[config.mk]
export PLATFORM = sky130hd
export DESIGN_NAME = timer_irq_enable_clear
export DESIGN_NICKNAME = d
export VERILOG_FILES = /design/src/irq_pkg.sv /design/src/reg_if.sv /design/src/enable_store.sv /design/src/timer_irq_enable_clear.sv
export VERILOG_INCLUDE_DIRS = /design/src
export SDC_FILE = /design/constraint.sdc
export NUM_CORES = 1
export LEC_CHECK = 0
export ABC_CLOCK_PERIOD_IN_PS = 2600
export BUFFER_PORTS_ARGS = -buffer_cell sky130_fd_sc_hd__buf_2
export CORE_MARGIN = 2
export CORE_UTILIZATION = 41
export DETAILED_ROUTE_END_ITERATION = 10
export GPL_ROUTABILITY_DRIVEN = 0
export GPL_TIMING_DRIVEN = 0
export PLACE_DENSITY = 0.95
export REMOVE_ABC_BUFFERS = 1
export SYNTH_ARGS = -nofsm -noshare
export SYNTH_HDL_FRONTEND = slang
export SYNTH_SLANG_ARGS = --single-unit
[constraint.sdc]
create_clock -name pclk -period 2.6 [get_ports pclk]
set_input_delay 0.39 -clock pclk [delete_from_list [all_inputs] [get_ports pclk]]
set_output_delay 0.39 -clock pclk [all_outputs]
set_load 0.02 [all_outputs]
[src/irq_map.svh]
`ifndef IRQ_MAP_SVH
`define IRQ_MAP_SVH
// Byte offsets of the registers
// Every register sits on its own aligned word
`define OFS_EN_CLEAR 12'h00c
`define OFS_EN_SET 12'h008
`define OFS_INTFLAG 12'h018
`define OFS_INTMASK 12'h010
`define OFS_INTSTATUS 12'h014
// Field positions of the shared enable byte
`define BIT_OVERFLOW 0
`define BIT_ERR 1
`define BIT_SYNC 3
`define BIT_MC0 4
`define BIT_MC1 5
// Implemented bits and reset values
`define EN_USED 8'h3b
`define EN_RESET 8'h00
`define ST_RESET 8'h00
`endif

[src/irq_pkg.sv]
package irq_pkg;
    typedef logic [7:0] byte_t;
    typedef logic [11:0] addr_t;
endpackage

[src/reg_if.sv]
`timescale 1ns/1ps
// Set and clear write strobes and data from the bus slave to the enable store, and the enable byte back
interface reg_if;
    logic clr_we;
    logic set_we;
    logic [7:0] wdata;
    logic [7:0] en;
    modport slave(output clr_we, output set_we, output wdata, input en);
    modport store(input clr_we, input set_we, input wdata, output en);
endinterface

[src/enable_store.sv]
`timescale 1ns/1ps
`include "irq_map.svh"
module enable_store (
    // Clock and reset
    input wire logic pclk,
    input wire logic presetn,
    // Register side
    reg_if.store r
);
    import irq_pkg::*;
    typedef struct packed {
        byte_t en;
    } st_t;
    st_t s_q;
    st_t s_d;

    // One shared enable byte serves both set and clear views
    always_comb begin
        s_d = s_q;
        if (r.set_we) begin
            s_d.en = s_d.en | (r.wdata & `EN_USED);
        end
        if (r.clr_we) begin
            s_d.en = s_d.en & ~(r.wdata & `EN_USED);
        end
    end

    always_ff @(posedge pclk or negedge presetn) begin
        if (!presetn) begin
            s_q <= '{en: `EN_RESET};
        end else begin
            s_q <= s_d;
        end
    end

    assign r.en = s_q.en;
endmodule

[src/timer_irq_enable_clear.sv]
`timescale 1ns/1ps
`include "irq_map.svh"
// What this block does
// - Writing one to bit 5 or 4 disables that channel's interrupt
// - Writing one to bit 3 disables the sync-ready interrupt
// - Writing one to bit 1 disables the error interrupt
// - Writing one to bit 0 disables the overflow interrupt
// - Zeros written to the clear register leave enables unchanged
// - Set and clear registers act on one shared enable byte
// - Reading an enable bit returns one while enabled, else zero
module timer_irq_enable_clear (
    // Clock and reset
    input wire logic pclk,
    input wire logic presetn,
    // APB slave
    input wire logic psel,
    input wire logic penable,
    input wire logic pwrite,
    input wire irq_pkg::addr_t paddr,
    input wire logic [31:0] pwdata,
    output logic [31:0] prdata,
    output logic pready,
    output logic pslverr,
    // Interrupt events from the timer core
    input wire logic ev_overflow,
    input wire logic ev_err,
    input wire logic ev_sync,
    input wire logic ev_mc0,
    input wire logic ev_mc1,
    // Interrupt request and current enables
    output logic irq,
    output irq_pkg::byte_t irq_enable
);
    import irq_pkg::*;
    typedef struct packed {
        byte_t flag;
        byte_t mask;
        logic err;
        logic irq;
    } st_t;
    st_t s_q;
    st_t s_d;
    reg_if r();
    logic acc;
    logic wr;
    logic hit;
    byte_t ev;

    enable_store u_store (
        .pclk(pclk),
        .presetn(presetn),
        .r(r)
    );

    // Zero-wait slave: each access completes in its first access cycle
    assign acc = psel & penable;
    assign wr = acc & pwrite;
    assign hit = (paddr == `OFS_EN_CLEAR) || (paddr == `OFS_EN_SET) ||
                 (paddr == `OFS_INTFLAG) || (paddr == `OFS_INTMASK) ||
                 (paddr == `OFS_INTSTATUS);
    assign r.clr_we = wr & (paddr == `OFS_EN_CLEAR);
    assign r.set_we = wr & (paddr == `OFS_EN_SET);
    assign r.wdata = pwdata[7:0];

    // Event vector in the same layout as the enable byte
    always_comb begin
        ev = 8'h00;
        ev[`BIT_OVERFLOW] = ev_overflow;
        ev[`BIT_ERR] = ev_err;
        ev[`BIT_SYNC] = ev_sync;
        ev[`BIT_MC0] = ev_mc0;
        ev[`BIT_MC1] = ev_mc1;
    end

    // Next state: flags, mask, error and interrupt level
    always_comb begin
        byte_t fl;
        fl = s_q.flag;
        s_d = s_q;
        // Write-one-to-clear first, so a same-cycle event wins
        if (wr && paddr == `OFS_INTFLAG) begin
            fl = fl & ~pwdata[7:0];
        end
        // Only enabled sources latch; disabling a source does not clear a flag it already latched
        fl = (fl | (ev & r.en)) & `EN_USED;
        s_d.flag = fl;
        if (wr && paddr == `OFS_INTMASK) begin
            s_d.mask = pwdata[7:0] & `EN_USED;
        end
        s_d.err = acc & ~hit;
        s_d.irq = |(fl & s_d.mask);
    end

    always_ff @(posedge pclk or negedge presetn) begin
        if (!presetn) begin
            s_q <= '{flag: `ST_RESET, mask: `ST_RESET, err: 1'b0, irq: 1'b0};
        end else begin
            s_q <= s_d;
        end
    end

    // Zero wait states: read data is a mux of registered state, valid in the access cycle
    assign pready = 1'b1;
    assign prdata = comb_rdata();
    assign pslverr = acc & ~hit;
    assign irq = s_q.irq;
    assign irq_enable = r.en;

    // Read mux presented directly in the access cycle
    function automatic logic [31:0] comb_rdata();
        logic [31:0] d;
        d = 32'h00000000;
        if (paddr == `OFS_EN_CLEAR || paddr == `OFS_EN_SET) begin
            d = {24'h000000, r.en};
        end else if (paddr == `OFS_INTFLAG) begin
            d = {24'h000000, s_q.flag};
        end else if (paddr == `OFS_INTMASK) begin
            d = {24'h000000, s_q.mask};
        end else if (paddr == `OFS_INTSTATUS) begin
            d = {24'h000000, s_q.flag & s_q.mask};
        end
        return d;
    endfunction
endmodule

==> results.md <==
Outcome:
- The final reports fail on negative hold slack.
- The run finished, with violations left.

STA:
- Setup repair after global routing left no endpoint under its margin.
- The total count of hold-check failures in the final report came to 16.
- Setup violations remaining at the end of the flow were counted as 0.
- The top achievable clock speed is 410 MHz.
- The tightest hold margin is -15.8 ps.
- The worst path setup slack after routing is 164 ps.
- After layout, the worst path uses 93.7% of the clock period.
- The worst path needs 2440 ps of the cycle, external delays included.
- The final setup TNS is 0 ps.
- The final worst clock skew is 2.52 ps.
- The number of pins with negative max-slew slack in the final report is 0.

Logic synthesis:
- By area, the combinational part of the netlist is dominated by simple AND/OR/NAND/NOR gates.
- The synthesized-area fraction occupied by ao, oa, aoi and oai cells is 10.7%.
- The proportion of synthesized chip area in sequential cells is 34.7%.
- A synthesized cell averages 9.94 sq um.
- The synthesized cell area is 1150 sq um.
- The proportion of netlist area held by the largest area contributor is 34.7%.
- The xor/xnor cell area share of the yosys netlist is 0%.
- The synthesized netlist devotes 0% of its cell area to adder and majority cells.
- During synthesis, Yosys emitted a total of 0 warnings.
- The register bit total from synthesis is 16.
- Summing the areas of all and, or, nand and nor instances in the mapped netlist gives 22.0% of the synthesized area.
- Of all flip-flops after synthesis, the portion carrying an async set or reset was 100%.
- After synthesis, the cell types taking the most area are dfrtp_1 35%, buf_4 20%, mux2_4 6.5%, nand2_1 6.2%, mux2_2 4.9%.
- Counting flops with a built-in enable in the synthesized netlist gives 0.
- The multiplexer share of the synthesized area is 11.4%.
- In the synthesized netlist the dominant register cell turns out to be dfrtp_1.
- The number of library cell types mapped by synthesis is 27.
- The synthesized design spends more area on one cell type than any other, namely dfrtp_1.
- The gate count after technology mapping is 116.

Setup path:
- STA classifies the critical path endpoint as an output pin.
- The required time reported for the critical path endpoint is 2210 ps.
- The internal reg-to-reg setup slack is 1520 ps.
- STA classifies the critical path startpoint as an input pin.
- The critical path is of the in -> out type.
- Data arrives at the worst endpoint at 2050 ps.
- The number of cell instances on the worst register-to-register path is 3.
- The worst register-to-register path ends at irq.
- The peak fanout along the critical path is 6.

Clock network:
- The post-CTS clock slew at the launch and capture registers of the worst setup and hold paths is 100 ps.
- The number of setup buffers added after CTS is 0.
- Clock latency on the worst-skew pair, taken at its later pin, is 290 ps.
- The clock tree root driver cell is clkbuf_4.
- Clock tree synthesis found a total of 16 sinks.
- The maximum level of the CTS H-tree is 1.
- Buffers inserted during clock tree synthesis total 3.
- In this run the deepest clock path goes through 2 buffers.
- TritonCTS built the clock tree.

Min path:
- The path category of the worst min-delay check is in -> async.

Layout:
- In the layout the commonest cells are 38 x buf_2, 31 x conb_1, 19 x nand2_1, 16 x dfrtp_1.
- From synthesis to final layout, the design area changed by 13.0%.
- The most common library cell in the layout ignoring fill and taps is buf_2.
- The non-filler instance count after layout is 187.
- The number of nets at the end of the flow is 211.
- The number of antenna cells inserted is 0.
- The post-route netlist has 40.4% of its cells at a drive strength greater than 1.
- Fill cells in the final layout number 277.

Die:
- The core region is 2710 sq um.
- The die footprint is 3250 sq um.
- The height of the die is 57.0 um.
- The die width is 57.0 um.
- The effective utilization at floorplan is 42.6%.
- The number of cell rows is 19.
- The count of boundary I/O pins is 97.

Drt:
- The count of unresolved DRC violations after routing is 0.
- The detailed-route vias per instance is 4.73.
- The routed length per placed instance is 12.2 um.
- The number of DRC markers in iteration 0 is 9.
- The total length of routed wires is 2290 um.
- The number of optimization iterations in the first detailed-route pass is 4.
- The final route contains 884 vias.
- The count of antenna-violating nets left after detailed routing is 0.

Placed design:
- Once placement completed, the tool counted placed cells totaling 183.
- The wire-length estimate of the detail-placed layout is 1810 um.
- The number of buffers inserted by port buffering is 38.
- The post-place setup slack is 86.2 ps.

Global route:
- Entering global routing, the biggest net connects 17 pins.
- The wire length of the first global-routing pass is 3660 um.
- The all-layer global routing usage is 14.5%.
- The number of antenna violations at the first check in global routing came to 0.
- Global routing finished with a remaining overflow of 0.
- The via count of the first global-routing pass is 840.

Run:
- Across the run, the number of max-cap violations was 0.

Pwr:
- The highest ir drop seen on vdd is 0.196 mV.
- The total leakage power is 0.000688 uW.
- The power density of the placed cells is 391 nW/um^2.
==> worst max path at each step <==
stage / slack (ps) / startpoint / depth (start not counted) / end
CTS: 90 / paddr[9] / 7 / prdata[4]
global placement: 150 / paddr[9] / 7 / prdata[4]
floorplan: 330 / paddr[9] / 5 / prdata[0]
finish: 160 / paddr[9] / 7 / prdata[4]
global route: 2 / paddr[9] / 7 / prdata[4]
detailed placement: 90 / paddr[9] / 7 / prdata[4]
==> synth_stat cells, drive strengths merged (2+ instances only) <==
cell type  count
mux2          10
nand2         19
nor4           3
buf           31
dfrtp         16
a22o           5
nand4          2
a22oi          5
o21ai          5
nor3b          2
and4           2
nand3          2
nor2           6
conb           2
==> through the flow <==
stage | total power, uW | area (sq um) | util [%]
5_1_grt | 526 | 1300 | 48.1
4_1_cts | 508 | 1290 | 47.8
2_1_floorplan | 308 | 1030 | -
6_report | 510 | 1300 | 48.1
3_3_place_gp | 342 | 1260 | 46.4
3_5_place_dp | 343 | 1260 | 46.4
==> layer usage <==
metal  global-route usage (%)  wire, um
met1                     16.0       933
met2                     26.6      1180
met3                     3.40       135
met4                     5.98        38
met5                        0         0
==> power by group <==
part           switching [uW]  internal, uW  total [uW]
logic                    66.5          21.5        88.0
clock network            85.4          85.4         171
registers                1.11           250         251
total                     153           357         510
==> critical path, stage by stage <==
cell and delay (ps):
buf_2 110, nor4_4 340, nand4_2 250, nor3b_4 390
a22oi_1 150, o21ai_0 220, buf_2 200
==> what timing repair did <==
item,in CTS,in global routing
endpoints found under the setup margin,0,4
hold endpoints to repair,0,0
hold buffers,0,0
gates resized for setup,0,2
==> cells by family after synthesis <==
logic type      Yosys count
compound gates           17
simple gates             39
other cells               2
mux                      10
buf+inv                  32
flops                    16
==> cell type report <==
class	instances	area, sq um	area share [%]
clock buffer	4	36.3	2.78
inverter	1	3.75	0.288
multi-input combinational	97	634	48.7
sequential	16	400	30.7
tap	31	38.8	2.98
timing repair buffer	38	190	14.6
No activity file was read; power rests on OpenSTA's default activity.
